## config.mk

```make
export PLATFORM = sky130hd
export DESIGN_NAME = umg_feature_regs
export DESIGN_NICKNAME = d
export VERILOG_FILES = /design/src/umg_pkg.sv /design/src/umg_feature_regs.sv
export SDC_FILE = /design/constraint.sdc
export NUM_CORES = 1
export LEC_CHECK = 0
export ABC_CLOCK_PERIOD_IN_PS = 3900
export BUFFER_PORTS_ARGS = -buffer_cell sky130_fd_sc_hd__buf_4
export CORE_UTILIZATION = 53
export DETAILED_ROUTE_END_ITERATION = 6
export GPL_TIMING_DRIVEN = 1
export PLACE_DENSITY = 0.82
export SLEW_MARGIN = 20
export SYNTH_ARGS = -nofsm -noshare
export SYNTH_HDL_FRONTEND = slang
export SYNTH_SLANG_ARGS = --single-unit
export TNS_END_PERCENT = 50
```

## constraint.sdc

```tcl
create_clock -name CLK -period 3.9 [get_ports CLK]
set_clock_uncertainty 0.2 [all_clocks]
set_input_delay 0.78 -clock CLK [delete_from_list [all_inputs] [get_ports CLK]]
set_output_delay 0.78 -clock CLK [all_outputs]
set_load 0.005 [all_outputs]
```

## src/umg_pkg.sv

```systemverilog
/*
 * Constants for the serial port feature register block: local register
 * selects, field positions, reset values and the direction state type.
 * Assumes the host bus decoder outside turns bus cycles into a select code.
 */
package umg_pkg;
  localparam int ADDR_W = 4;
  localparam int GPIO_N = 16;
  // Local register select codes presented on ADDR.
  localparam logic [3:0] ADR_MSR  = 4'h6;
  localparam logic [3:0] ADR_SPR  = 4'h7;
  localparam logic [3:0] ADR_GINT = 4'h8;
  localparam logic [3:0] ADR_G3T  = 4'h9;
  localparam logic [3:0] ADR_GINV = 4'hA;
  localparam logic [3:0] ADR_GSEL = 4'hB;
  localparam logic [3:0] ADR_SHR  = 4'hC;
  localparam logic [3:0] ADR_SFR  = 4'hD;
  // Reset values.
  localparam logic [7:0] SCRATCH_RST = 8'hFF;
  localparam logic [7:0] ZERO8       = 8'h00;
  // Special function bits.
  localparam int SF_GPIO_EN = 0;
  localparam int SF_BANK    = 1;
  localparam int SF_GIRQ    = 2;
  localparam int SF_FASTIR  = 3;
  localparam int SF_TXDIS   = 4;
  localparam int SF_RXDIS   = 5;
  localparam int SF_NINE    = 6;
  localparam int SF_ADDRBIT = 7;
  localparam logic [7:0] SF_ALWAYS_MASK = 8'h07;
  // Enhanced mode bits.
  localparam int EM_IMM     = 2;
  localparam int EM_RTSINV  = 3;
  localparam int EM_TRI     = 4;
  localparam int EM_LSRIMM  = 6;
  localparam logic [7:0] EM_WR_MASK = 8'hDF;
  // Bits of neighbouring registers.
  localparam int FC_RS485   = 3;
  localparam int FC_SWAP    = 6;
  localparam int EF_ENH     = 4;
  localparam int EF_ACTS    = 7;
  localparam int IE_LINE    = 2;
  localparam int IE_MODEM   = 3;
  localparam int MC_DTR     = 0;
  localparam int MC_RTS     = 1;
  localparam int MC_OP1     = 2;
  localparam int MC_OP2     = 3;
  localparam int MC_LOOP    = 4;
  localparam logic [2:0] PAR_FORCE0 = 3'b111;
  // Infrared pulse widths in sixteenths of a bit time.
  localparam logic [2:0] IR_SLOW_16THS = 3'h3;
  localparam logic [2:0] IR_FAST_16THS = 3'h4;
  typedef enum logic [1:0] {
    DIR_IDLE, DIR_SETUP, DIR_SEND, DIR_HOLD
  } umg_dir_state_type;
endpackage

```

## src/umg_feature_regs.sv

```systemverilog
/*
 * Feature, modem status and general-purpose pin registers of a single
 * serial port, plus half-duplex direction control.
 * Assumes the host decoder, transmitter, receiver, FIFOs and baud generator
 * sit outside on the same clock and supply the strobes and levels below.
 */
`timescale 1ns/100ps
module umg_feature_regs (
  // Clock, reset, clock enable
  input  wire  logic                     CLK,
  input  wire  logic                     RST_N,
  input  wire  logic                     CE,
  // Host register port
  input  wire  logic [umg_pkg::ADDR_W-1:0] ADDR,
  input  wire  logic                     WR,
  input  wire  logic                     RD,
  input  wire  logic [7:0]               WR_DATA,
  output logic       [7:0]               RD_DATA,
  output logic                           RD_HIT,
  // Neighbouring register values
  input  wire  logic [7:0]               LINE_CTRL,
  input  wire  logic [7:0]               MODEM_CTRL,
  input  wire  logic [7:0]               INT_ENABLE,
  input  wire  logic [7:0]               ENH_FEATURE,
  input  wire  logic [7:0]               FEATURE_CTRL,
  input  wire  logic                     FIFO_EN,
  // Transmitter and receiver status
  input  wire  logic [7:0]               RX_LEVEL,
  input  wire  logic [7:0]               TX_LEVEL,
  input  wire  logic                     THR_WR,
  input  wire  logic                     TX_EMPTY,
  input  wire  logic                     TX_SENT,
  input  wire  logic                     BIT_TICK,
  input  wire  logic                     RX_ERR_ENQ,
  input  wire  logic                     RX_ERR_AT_HEAD,
  input  wire  logic                     LSR_RD,
  // Modem and pin inputs
  input  wire  logic                     CTS_N,
  input  wire  logic                     DSR_N,
  input  wire  logic                     RI_N,
  input  wire  logic                     CD_N,
  input  wire  logic [umg_pkg::GPIO_N-1:0] GPIO_IN,
  // Pin outputs
  output logic [umg_pkg::GPIO_N-1:0]     GPIO_OUT,
  output logic [umg_pkg::GPIO_N-1:0]     GPIO_OE_N,
  output logic                           RTS_N,
  output logic                           MODEM_OE_N,
  // Controls to transmitter and receiver
  output logic                           TX_PERMIT,
  output logic                           RX_ENABLE,
  output logic                           TX_BYPASS,
  output logic                           TX_NINTH,
  output logic                           NINE_BIT_MODE,
  output logic                           IR_FAST,
  output logic       [2:0]               IR_PULSE_16THS,
  // Interrupt requests
  output logic                           MODEM_IRQ,
  output logic                           GPIO_IRQ,
  output logic                           LINE_IRQ
);
  import umg_pkg::*;

  ////////////////////////////////////////////////////////////////////////
  // Decode.
  logic       wr_en;
  logic       rd_en;
  logic       gpio_map;
  logic       swap;
  logic       rs485;
  logic       loop;
  logic       wr_spr;
  logic       wr_enhanced_mode_ctrl;
  logic       wr_scr;
  logic       rd_msr;
  logic       rd_count;
  logic [7:0] sfr_reg;
  logic [7:0] enhanced_mode_ctrl_reg;
  logic [7:0] shr_reg;
  logic [7:0] scratch_reg;
  logic       alt_reg;

  assign wr_en    = WR & CE;
  assign rd_en    = RD & CE;
  assign gpio_map = sfr_reg[SF_GPIO_EN];
  assign swap     = FEATURE_CTRL[FC_SWAP];
  assign rs485    = FEATURE_CTRL[FC_RS485];
  assign loop     = MODEM_CTRL[MC_LOOP];
  assign wr_spr   = wr_en & (ADDR == ADR_SPR);
  assign wr_enhanced_mode_ctrl  = wr_spr & ~gpio_map & swap;
  assign wr_scr   = wr_spr & ~gpio_map & ~swap;
  assign rd_msr   = rd_en & (ADDR == ADR_MSR);
  assign rd_count = rd_en & (ADDR == ADR_SPR) & ~gpio_map & swap;

  ////////////////////////////////////////////////////////////////////////
  // Modem inputs: synchronise, derive status, catch changes.
  logic [3:0] mdm_meta_reg;
  logic [3:0] mdm_sync_reg;
  logic [3:0] mdm_prev_reg;
  logic [3:0] delta_reg;
  logic [3:0] mdm_stat;
  logic [3:0] mdm_event;

  always_ff @(posedge CLK) begin
    if (!RST_N) begin
      mdm_meta_reg <= 4'hF;
      mdm_sync_reg <= 4'hF;
    end else if (CE) begin
      mdm_meta_reg <= {CD_N, RI_N, DSR_N, CTS_N};
      mdm_sync_reg <= mdm_meta_reg;
    end
  end

  // Order: CD, RI, DSR, CTS.
  assign mdm_stat = loop ?
    {MODEM_CTRL[MC_OP2], MODEM_CTRL[MC_OP1],
     MODEM_CTRL[MC_DTR], MODEM_CTRL[MC_RTS]} :
    ~mdm_sync_reg;
  // Ring reports only the end of ringing, when its status falls.
  assign mdm_event = {mdm_stat[3] ^ mdm_prev_reg[3],
                      mdm_prev_reg[2] & ~mdm_stat[2],
                      mdm_stat[1:0] ^ mdm_prev_reg[1:0]};

  always_ff @(posedge CLK) begin
    if (!RST_N) begin
      mdm_prev_reg <= 4'h0;
      delta_reg    <= 4'h0;
    end else if (CE) begin
      mdm_prev_reg <= mdm_stat;
      // A change seen in the reading cycle survives the clear.
      delta_reg <= (rd_msr ? 4'h0 : delta_reg) | mdm_event;
    end
  end

  assign MODEM_IRQ = INT_ENABLE[IE_MODEM] & (|delta_reg);

  ////////////////////////////////////////////////////////////////////////
  // Special function, setup and scratch registers.
  always_ff @(posedge CLK) begin
    if (!RST_N) begin
      sfr_reg  <= ZERO8;
      TX_NINTH <= 1'b0;
    end else if (CE) begin
      if (wr_en && ADDR == ADR_SFR) begin
        // Upper bits only change with enhanced features on.
        if (ENH_FEATURE[EF_ENH])
          sfr_reg <= WR_DATA;
        else
          sfr_reg <= (sfr_reg & ~SF_ALWAYS_MASK) |
                     (WR_DATA & SF_ALWAYS_MASK);
      end else if (THR_WR) begin
        sfr_reg[SF_ADDRBIT] <= 1'b0;
      end
      if (THR_WR)
        TX_NINTH <= sfr_reg[SF_ADDRBIT] &
                    (LINE_CTRL[5:3] == PAR_FORCE0);
    end
  end

  always_ff @(posedge CLK) begin
    if (!RST_N) begin
      shr_reg     <= ZERO8;
      scratch_reg <= SCRATCH_RST;
    end else if (CE) begin
      if (wr_en && ADDR == ADR_SHR)
        shr_reg <= WR_DATA;
      if (wr_scr)
        scratch_reg <= WR_DATA;
    end
  end

  assign NINE_BIT_MODE  = sfr_reg[SF_NINE];
  assign IR_FAST        = sfr_reg[SF_FASTIR];
  assign IR_PULSE_16THS = sfr_reg[SF_FASTIR] ?
                          IR_FAST_16THS : IR_SLOW_16THS;
  assign RX_ENABLE      = ~sfr_reg[SF_RXDIS];

  ////////////////////////////////////////////////////////////////////////
  // Enhanced mode register and level count selection.
  always_ff @(posedge CLK) begin
    if (!RST_N) begin
      enhanced_mode_ctrl_reg <= ZERO8;
    end else if (CE) begin
      // A host write wins over the self-clear in the same cycle.
      if (wr_enhanced_mode_ctrl)
        enhanced_mode_ctrl_reg <= WR_DATA & EM_WR_MASK;
      else if (TX_SENT && TX_BYPASS)
        enhanced_mode_ctrl_reg[EM_IMM] <= 1'b0;
    end
  end

  always_ff @(posedge CLK) begin
    if (!RST_N)
      alt_reg <= 1'b0;
    else if (CE) begin
      if (wr_enhanced_mode_ctrl)
        alt_reg <= 1'b0;
      else if (rd_count && enhanced_mode_ctrl_reg[1:0] == 2'b11)
        alt_reg <= ~alt_reg;
    end
  end

  assign TX_BYPASS  = enhanced_mode_ctrl_reg[EM_IMM] & FIFO_EN;
  assign MODEM_OE_N = enhanced_mode_ctrl_reg[EM_TRI];

  ////////////////////////////////////////////////////////////////////////
  // General-purpose pins, one slice per pin.
  logic [GPIO_N-1:0] gpio_meta_reg;
  logic [GPIO_N-1:0] gpio_sync_reg;
  logic [GPIO_N-1:0] lvl_reg;
  logic [GPIO_N-1:0] gint_reg;
  logic [GPIO_N-1:0] g3t_reg;
  logic [GPIO_N-1:0] ginv_reg;
  logic [GPIO_N-1:0] gsel_reg;
  logic [GPIO_N-1:0] gpio_rd;
  logic [GPIO_N-1:0] gpio_hit;

  genvar gi;
  generate
    for (gi = 0; gi < GPIO_N; gi++) begin : g_pin
      logic bank_hit;
      assign bank_hit = wr_en & gpio_map &
                        (sfr_reg[SF_BANK] == (gi >= 8));
      always_ff @(posedge CLK) begin
        if (!RST_N) begin
          gpio_meta_reg[gi] <= 1'b0;
          gpio_sync_reg[gi] <= 1'b0;
          lvl_reg[gi]  <= 1'b0;
          gint_reg[gi] <= 1'b0;
          g3t_reg[gi]  <= 1'b0;
          ginv_reg[gi] <= 1'b0;
          gsel_reg[gi] <= 1'b0;
        end else if (CE) begin
          gpio_meta_reg[gi] <= GPIO_IN[gi];
          gpio_sync_reg[gi] <= gpio_meta_reg[gi];
          if (bank_hit && ADDR == ADR_SPR && gsel_reg[gi])
            lvl_reg[gi] <= WR_DATA[gi % 8];
          if (bank_hit && ADDR == ADR_GINT)
            gint_reg[gi] <= WR_DATA[gi % 8];
          if (bank_hit && ADDR == ADR_G3T)
            g3t_reg[gi] <= WR_DATA[gi % 8];
          if (bank_hit && ADDR == ADR_GINV)
            ginv_reg[gi] <= WR_DATA[gi % 8];
          if (bank_hit && ADDR == ADR_GSEL)
            gsel_reg[gi] <= WR_DATA[gi % 8];
        end
      end
      assign gpio_rd[gi] = gsel_reg[gi] ? lvl_reg[gi]
                                        : gpio_sync_reg[gi];
      assign gpio_hit[gi] = ~gsel_reg[gi] & gint_reg[gi] &
                            (gpio_sync_reg[gi] ^ ginv_reg[gi]);
      assign GPIO_OUT[gi]  = lvl_reg[gi];
      assign GPIO_OE_N[gi] = ~(gsel_reg[gi] & ~g3t_reg[gi]);
    end
  endgenerate

  assign GPIO_IRQ = sfr_reg[SF_GIRQ] & (|gpio_hit);

  ////////////////////////////////////////////////////////////////////////
  // Read port.
  logic [15:0] bank_src;
  logic [7:0]  rd_mux;
  logic        hit;

  always_comb begin
    bank_src = gpio_rd;
    hit      = 1'b1;
    case (ADDR)
      ADR_GINT: bank_src = gint_reg;
      ADR_G3T:  bank_src = g3t_reg;
      ADR_GINV: bank_src = ginv_reg;
      ADR_GSEL: bank_src = gsel_reg;
      default:  bank_src = gpio_rd;
    endcase
    case (ADDR)
      ADR_MSR: rd_mux = {mdm_stat, delta_reg};
      ADR_SPR: begin
        if (gpio_map)
          rd_mux = sfr_reg[SF_BANK] ? bank_src[15:8]
                                    : bank_src[7:0];
        else if (swap)
          rd_mux = (enhanced_mode_ctrl_reg[0] && (!enhanced_mode_ctrl_reg[1] || alt_reg))
                   ? TX_LEVEL : RX_LEVEL;
        else
          rd_mux = scratch_reg;
      end
      ADR_GINT, ADR_G3T, ADR_GINV, ADR_GSEL: begin
        hit    = gpio_map;
        rd_mux = gpio_map ? (sfr_reg[SF_BANK] ? bank_src[15:8]
                                              : bank_src[7:0]) : ZERO8;
      end
      ADR_SHR, ADR_SFR: rd_mux = ZERO8;
      default: begin
        hit    = 1'b0;
        rd_mux = ZERO8;
      end
    endcase
  end

  always_ff @(posedge CLK) begin
    if (!RST_N) begin
      RD_DATA <= ZERO8;
      RD_HIT  <= 1'b0;
    end else if (CE) begin
      RD_HIT <= RD & hit;
      if (RD)
        RD_DATA <= rd_mux;
    end
  end

  ////////////////////////////////////////////////////////////////////////
  // Half-duplex direction control, counted in bit ticks.
  umg_dir_state_type dir_state_reg;
  logic [4:0]        dir_cnt_reg;
  logic              cts_halt;
  logic              dir_tx;

  always_ff @(posedge CLK) begin
    if (!RST_N) begin
      dir_state_reg <= DIR_IDLE;
      dir_cnt_reg   <= 5'h00;
    end else if (CE) begin
      case (dir_state_reg)
        DIR_IDLE: begin
          if (rs485 && THR_WR) begin
            dir_cnt_reg <= {1'b0, shr_reg[7:4]};
            dir_state_reg <= (shr_reg[7:4] == 4'h0) ? DIR_SEND
                                                     : DIR_SETUP;
          end
        end
        DIR_SETUP: begin
          if (BIT_TICK) begin
            dir_cnt_reg <= dir_cnt_reg - 5'h01;
            if (dir_cnt_reg == 5'h01)
              dir_state_reg <= DIR_SEND;
          end
        end
        DIR_SEND: begin
          if (TX_EMPTY && !THR_WR) begin
            // One bit after the stop bit plus the programmed delay.
            dir_cnt_reg <= {1'b0, shr_reg[3:0]} + 5'h01;
            dir_state_reg <= DIR_HOLD;
          end
        end
        DIR_HOLD: begin
          if (THR_WR)
            dir_state_reg <= DIR_SEND;
          else if (BIT_TICK) begin
            dir_cnt_reg <= dir_cnt_reg - 5'h01;
            if (dir_cnt_reg == 5'h01)
              dir_state_reg <= DIR_IDLE;
          end
        end
        default: dir_state_reg <= DIR_IDLE;
      endcase
      if (!rs485)
        dir_state_reg <= DIR_IDLE;
    end
  end

  assign dir_tx   = dir_state_reg != DIR_IDLE;
  assign cts_halt = ENH_FEATURE[EF_ACTS] & ~mdm_stat[0];
  // The transmitter finishes its character before it samples this.
  assign TX_PERMIT = ~sfr_reg[SF_TXDIS] & ~cts_halt &
                     (~rs485 | dir_state_reg == DIR_SEND);

  always_ff @(posedge CLK) begin
    if (!RST_N)
      RTS_N <= 1'b1;
    else if (CE)
      RTS_N <= rs485 ? (dir_tx ~^ enhanced_mode_ctrl_reg[EM_RTSINV])
                     : ~MODEM_CTRL[MC_RTS];
  end

  logic err_seen_reg;

  assign LINE_IRQ = INT_ENABLE[IE_LINE] &
                    (enhanced_mode_ctrl_reg[EM_LSRIMM] ? err_seen_reg
                                         : RX_ERR_AT_HEAD);

  always_ff @(posedge CLK) begin
    if (!RST_N)
      err_seen_reg <= 1'b0;
    else if (CE)
      err_seen_reg <= (err_seen_reg & ~LSR_RD) | RX_ERR_ENQ;
  end
endmodule

```

* Word level (Yosys, flattened, before mapping)
Cells that the tools add are included.
** Storage, ports and cells
- Flip-flop bits (word level) :: 178
- Latch bits :: 0
- Memory bits (writable) :: 0
- ROM bits :: 0
- Output and inout bits :: 55
- Logic and storage cells :: 443
- Memories :: 0
** Cells by class
- Add/sub/neg operators :: 2
- Multipliers :: 0
- Divide/modulo/power cells :: 0
- Magnitude comparators :: 0
- Eq/ne operators :: 23
- Shift-type cells :: 0
- Mux-type cells :: 51
- Bitwise logic cells :: 156
- Reduce and logical (&&, ||, !) cells :: 81
** Operator list (count)
- $and A1 B1 Y1 :: 72
- $reduce_and A2 Y1 :: 33
- $pmux W16 S4 :: 1
- $not A1 Y1 :: 60
- $mux W8 :: 6
- $logic_and A1 B1 Y1 :: 33
- $eq A4 B4 Y1 const B :: 6
- $mux W1 :: 24
- $pmux W8 S3 :: 1
- $mux W5 :: 4
- $pmux W5 S4 :: 1
- $mux W2 :: 9
- $xor A1 B1 Y1 :: 17
- $reduce_or A16 Y1 :: 1
- $ne A3 B3 Y1 const B :: 4
- $reduce_or A4 Y1 :: 3
- $eq A4 B3 Y1 const B :: 2
- $mux W4 :: 2
- $ne A4 B4 Y1 const B :: 2
- $or A8 B3 Y8 :: 1
- $pmux W2 S4 :: 1
- $reduce_bool A2 Y1 :: 4
- $reduce_and A7 Y1 :: 1
- $eq A2 B2 Y1 const B :: 3
- other kinds (18) :: 22

* Longest topological paths before layout
- Depth after elaboration :: 7
- Mapped depth :: 8
- Gate-level depth less buffers :: 6

* Worst setup path before layout
Ideal clock, no wire load.
- Kind :: input-to-output
- Start :: input MODEM_CTRL[4]
- End :: output TX_PERMIT
- Arrival :: 1491 ps
- Required time :: 2920 ps
- Slack :: 1429 ps
- Stages on the path :: 3
- Path through :: clkbuf_1 > a21oi_1 > a221oi_1
** Between the ends
- Longest elaborated chain between the ends :: 6
** RTL lines
- start: declaration :: line umg_feature_regs.sv:22 : input wire logic [7:0] MODEM_CTRL,
- $mux W4 :: line umg_feature_regs.sv:114 : assign mdm_stat = loop ?
- $not A1 Y1 :: line umg_feature_regs.sv:361 : assign cts_halt = ENH_FEATURE[EF_ACTS] & ~mdm_stat[0];
- $and A1 B1 Y1 :: line umg_feature_regs.sv:361
- $not A1 Y1 :: line umg_feature_regs.sv:363 : assign TX_PERMIT = ~sfr_reg[SF_TXDIS] & ~cts_halt &
- $and A1 B1 Y1 (2 in series) :: line umg_feature_regs.sv:363
- end: declaration :: line umg_feature_regs.sv:49 : output logic TX_PERMIT,
Every way passes these cells.

* Worst setup path after layout
- Start :: register ginv_reg[3]
- End :: output GPIO_IRQ
** Between the ends
- Longest elaborated chain between the ends :: 4
** RTL lines
- start: declaration :: line umg_feature_regs.sv:212 : logic [GPIO_N-1:0] ginv_reg;
- start signal: indexed assignment :: line umg_feature_regs.sv:242 : ginv_reg[gi] <= WR_DATA[gi % 8];
- $xor A1 B1 Y1 :: line umg_feature_regs.sv:250 : (gpio_sync_reg[gi] ^ ginv_reg[gi]);
- $and A1 B1 Y1 :: line umg_feature_regs.sv:249 : assign gpio_hit[gi] = ~gsel_reg[gi] & gint_reg[gi] &
- $reduce_or A16 Y1 :: line umg_feature_regs.sv:256 : assign GPIO_IRQ = sfr_reg[SF_GIRQ] & (|gpio_hit);
- $and A1 B1 Y1 :: line umg_feature_regs.sv:256
- end: declaration :: line umg_feature_regs.sv:58 : output logic GPIO_IRQ,
Every way passes these cells.

==> run_results.csv <==
group,metric,value,unit
power_and_ir_drop,power,0.00411,W
layout,antenna-diode-count,0,
timing,maxSlewHeadroom,43.7,%
timing,hold_viol,0,
outcome,outcome,"completed",
clock_network,cts_root_buf,"clkbuf_16",
clock_network,cts_buffers,17,
synthesis,synth_commonest_cells,"178 x dfxtp_1, 170 x nor2_1, 166 x mux2i_1, 63 x nand2_1, 41 x clkbuf_1",
clock_network,clk_pin_slew_worst_paths,60,ps
synthesis,syn_nets,1011,
layout,nNetsFinal,1108,
timing,worst_pin_slew,840,ps
global_routing,grt_pass1_wl,35000,um
synthesis,synth_edf_count,0,
power_and_ir_drop,powerDensity,404,mW/mm^2
clock_network,cts_max_level,4,
floorplanning,rows,45,
clock_network,cts.sink_count,178,
clock_network,cts_hold_repair.buffers,0,
synthesis,synth_top_area_share,42.1,%
worst_setup_path,crit_chain,"xor2_1, nand3b_1, nand4_1, o41a_1, buf_4",
synthesis,synthCells,907,
place,gp_congestion,0.866,
synthesis,syn-cell-area,0.00847,mm^2
synthesis,yosys_most_used_dff,"dfxtp_1",
clock_network,cts_setup_buffers,0,
worst_setup_path,slowest_delay,480,ps
clock_network,cts_buffer_depth,2,
floorplanning,pin_count,156,
global_routing,grt_max_degree,59,
worst_setup_path,cp_slowest_cell,"o41a_1",
timing,period_share,71.9,%
timing,grt_setup_unrepaired,"false",
floorplanning,dieArea,0.0165,mm^2
drt,vias,7225,
clock_network,insertion_delay,440,ps
global_routing,grt_pass1_vias,6554,
run,drv_cap,0,
worst_setup_path,required,2920,ps
power_and_ir_drop,irDropWorstVdd,0.311,mV
timing,drv_slew,0,
place,dp_hpwl,15500,um
timing,fin_crit,2800,ps
synthesis,avgSynthCellArea,9.34,um^2
timing,finalSetupTns,0,ps
drt,drt.antenna.violating_nets,0,
floorplanning,die_width,128,um
layout,drive_gt1_share,19.5,%
worst_setup_path,worstSetupPathType,"reg -> out",
synthesis,yosys_warnings,0,
global_routing,antenna_found_initial,0,
global_routing,track_usage,28.0,%
floorplanning,core_region_area,0.0154,mm^2
worst_setup_path,crit_path_start_kind,"register",
synthesis,ys_seq_elements,178,
synthesis,yosysMostFrequentCell,"dfxtp_1",
drt,wl_per_cell,18.6,um
worst_setup_path,worst-path-buf-inv,1,
timing,final-setup-viol-count,0,
place,port_buffers,129,
worst_setup_path,end_kind,"primary output",
clock_network,ctsResizeCount,0,
synthesis,synth_area_leader_cell,"dfxtp_1",
timing,fmax,357,MHz
clock_network,cts_tree,"built",
worst_setup_path,cp_max_fo,3,
worst_setup_path,worstPathArrival,1820,ps
layout,area_growth,20.2,%
drt,wirelength,22900,um
synthesis,async_flop_share,0,%
drt,drt-initial-drc-count,656,
synthesis,ys_seq_area_share,42.1,%
drt,vias_per_cell,5.88,
worst_setup_path,reg2reg_slack,1390,ps
power_and_ir_drop,leakage,4.34,nW
global_routing,grt.overflow.total,0,
synthesis,synth.area.top_cells,"dfxtp_1 42%, mux2i_1 20%, nor2_1 7.5%",
drt,dr.pass1.iters,5,
drt,drc,0,
worst_setup_path,crit_family,"compound AO/OA/AOI/OAI gates",
floorplanning,die_h,128,um
floorplanning,start_util,55.1,%
worst_hold_path,hold_path_class,"reg -> reg",
synthesis,yosys.cell_types.count,60,
## cells in the final DEF (no fill, tap or decap), types with 18 or more instances in the layout
cell | Yosys | routed
dfxtp_1 | 178 | 178
nor2_1 | 170 | 170
mux2i_1 | 166 | 166
buf_4 | 3 | 137
nand2_1 | 63 | 63
a21oi_1 | 26 | 26
nand2b_1 | 22 | 22
a211oi_1 | 21 | 21
nand3b_1 | 20 | 20
nand3_1 | 18 | 18
## path summary, 6_finish.rpt
check,depth (start not counted),endpoint,from
min reg2reg,2,dir_cnt_reg[1],dir_cnt_reg[1]
max,5,GPIO_IRQ,ginv_reg[3]
min,2,dir_cnt_reg[1],dir_cnt_reg[1]
max reg2reg,5,gsel_reg[5],sfr_reg[0]
## final cells by class
cell class | instances | area, um^2
inverter | 9 | 36.3
multi-input combinational | 661 | 4620
timing repair buffer | 137 | 1030
sequential | 178 | 3560
clock inverter | 10 | 204
fill | 1262 | 5190
clock buffer | 22 | 464
tap | 211 | 264
## power by group
group / internal (W) / switching (W)
Sequential: 0.00185 / 0.0000243
Clock: 0.00123 / 0.000709
Combinational: 0.000125 / 0.000167
## stage by stage
| stage | setup slack, ps | std cells | hold slack (ps) | cell area [um^2] | utilization (%) |
|---|---|---|---|---|---|
| after detailed placement | 965 | 1196 | 254 | 9510 | 61.9 |
| after global placement | 994 | 1196 | 247 | 9510 | 61.9 |
| after CTS | 1090 | 1228 | 266 | 10200 | 66.2 |
| after global routing | 1040 | 1228 | 288 | 10200 | 66.2 |
| final | 1100 | 1228 | 267 | 10200 | 66.2 |
| after floorplan | 1430 | 907 | 233 | 8470 | - |
## routing by layer
metal  GRT usage, %  share of wire, %  up-vias  routed length (um)
li1               -                 -     3385                   -
met4           13.1               3.2        0                 734
met2           44.1                47      331               10700
met5              0                 0        -                   0
met1           36.3                41     3462                9370
met3           6.82               9.2       47                2110
## worst min-delay path, stage by stage, from the launching register on
cell	delay [ps]
dfxtp_1	310
nand2_1	50
a21oi_1	60
## kinds of logic (layout without fill, tap and decap cells)
kind of cell / after synthesis / count (layout) / synth area share [%]
AO/OA/AOI/OAI: 108 / 108 / 8.79
XOR/XNOR: 22 / 22 / 2.28
adder cells (fa/ha/maj): 3 / 3 / 0.443
buffers and inverters: 68 / 178 / 3.40
flip-flops: 178 / 178 / 42.1
multiplexers: 183 / 183 / 23.7
AND/OR/NAND/NOR: 345 / 345 / 19.3
Note: power is estimated with default switching activity, not from simulation.
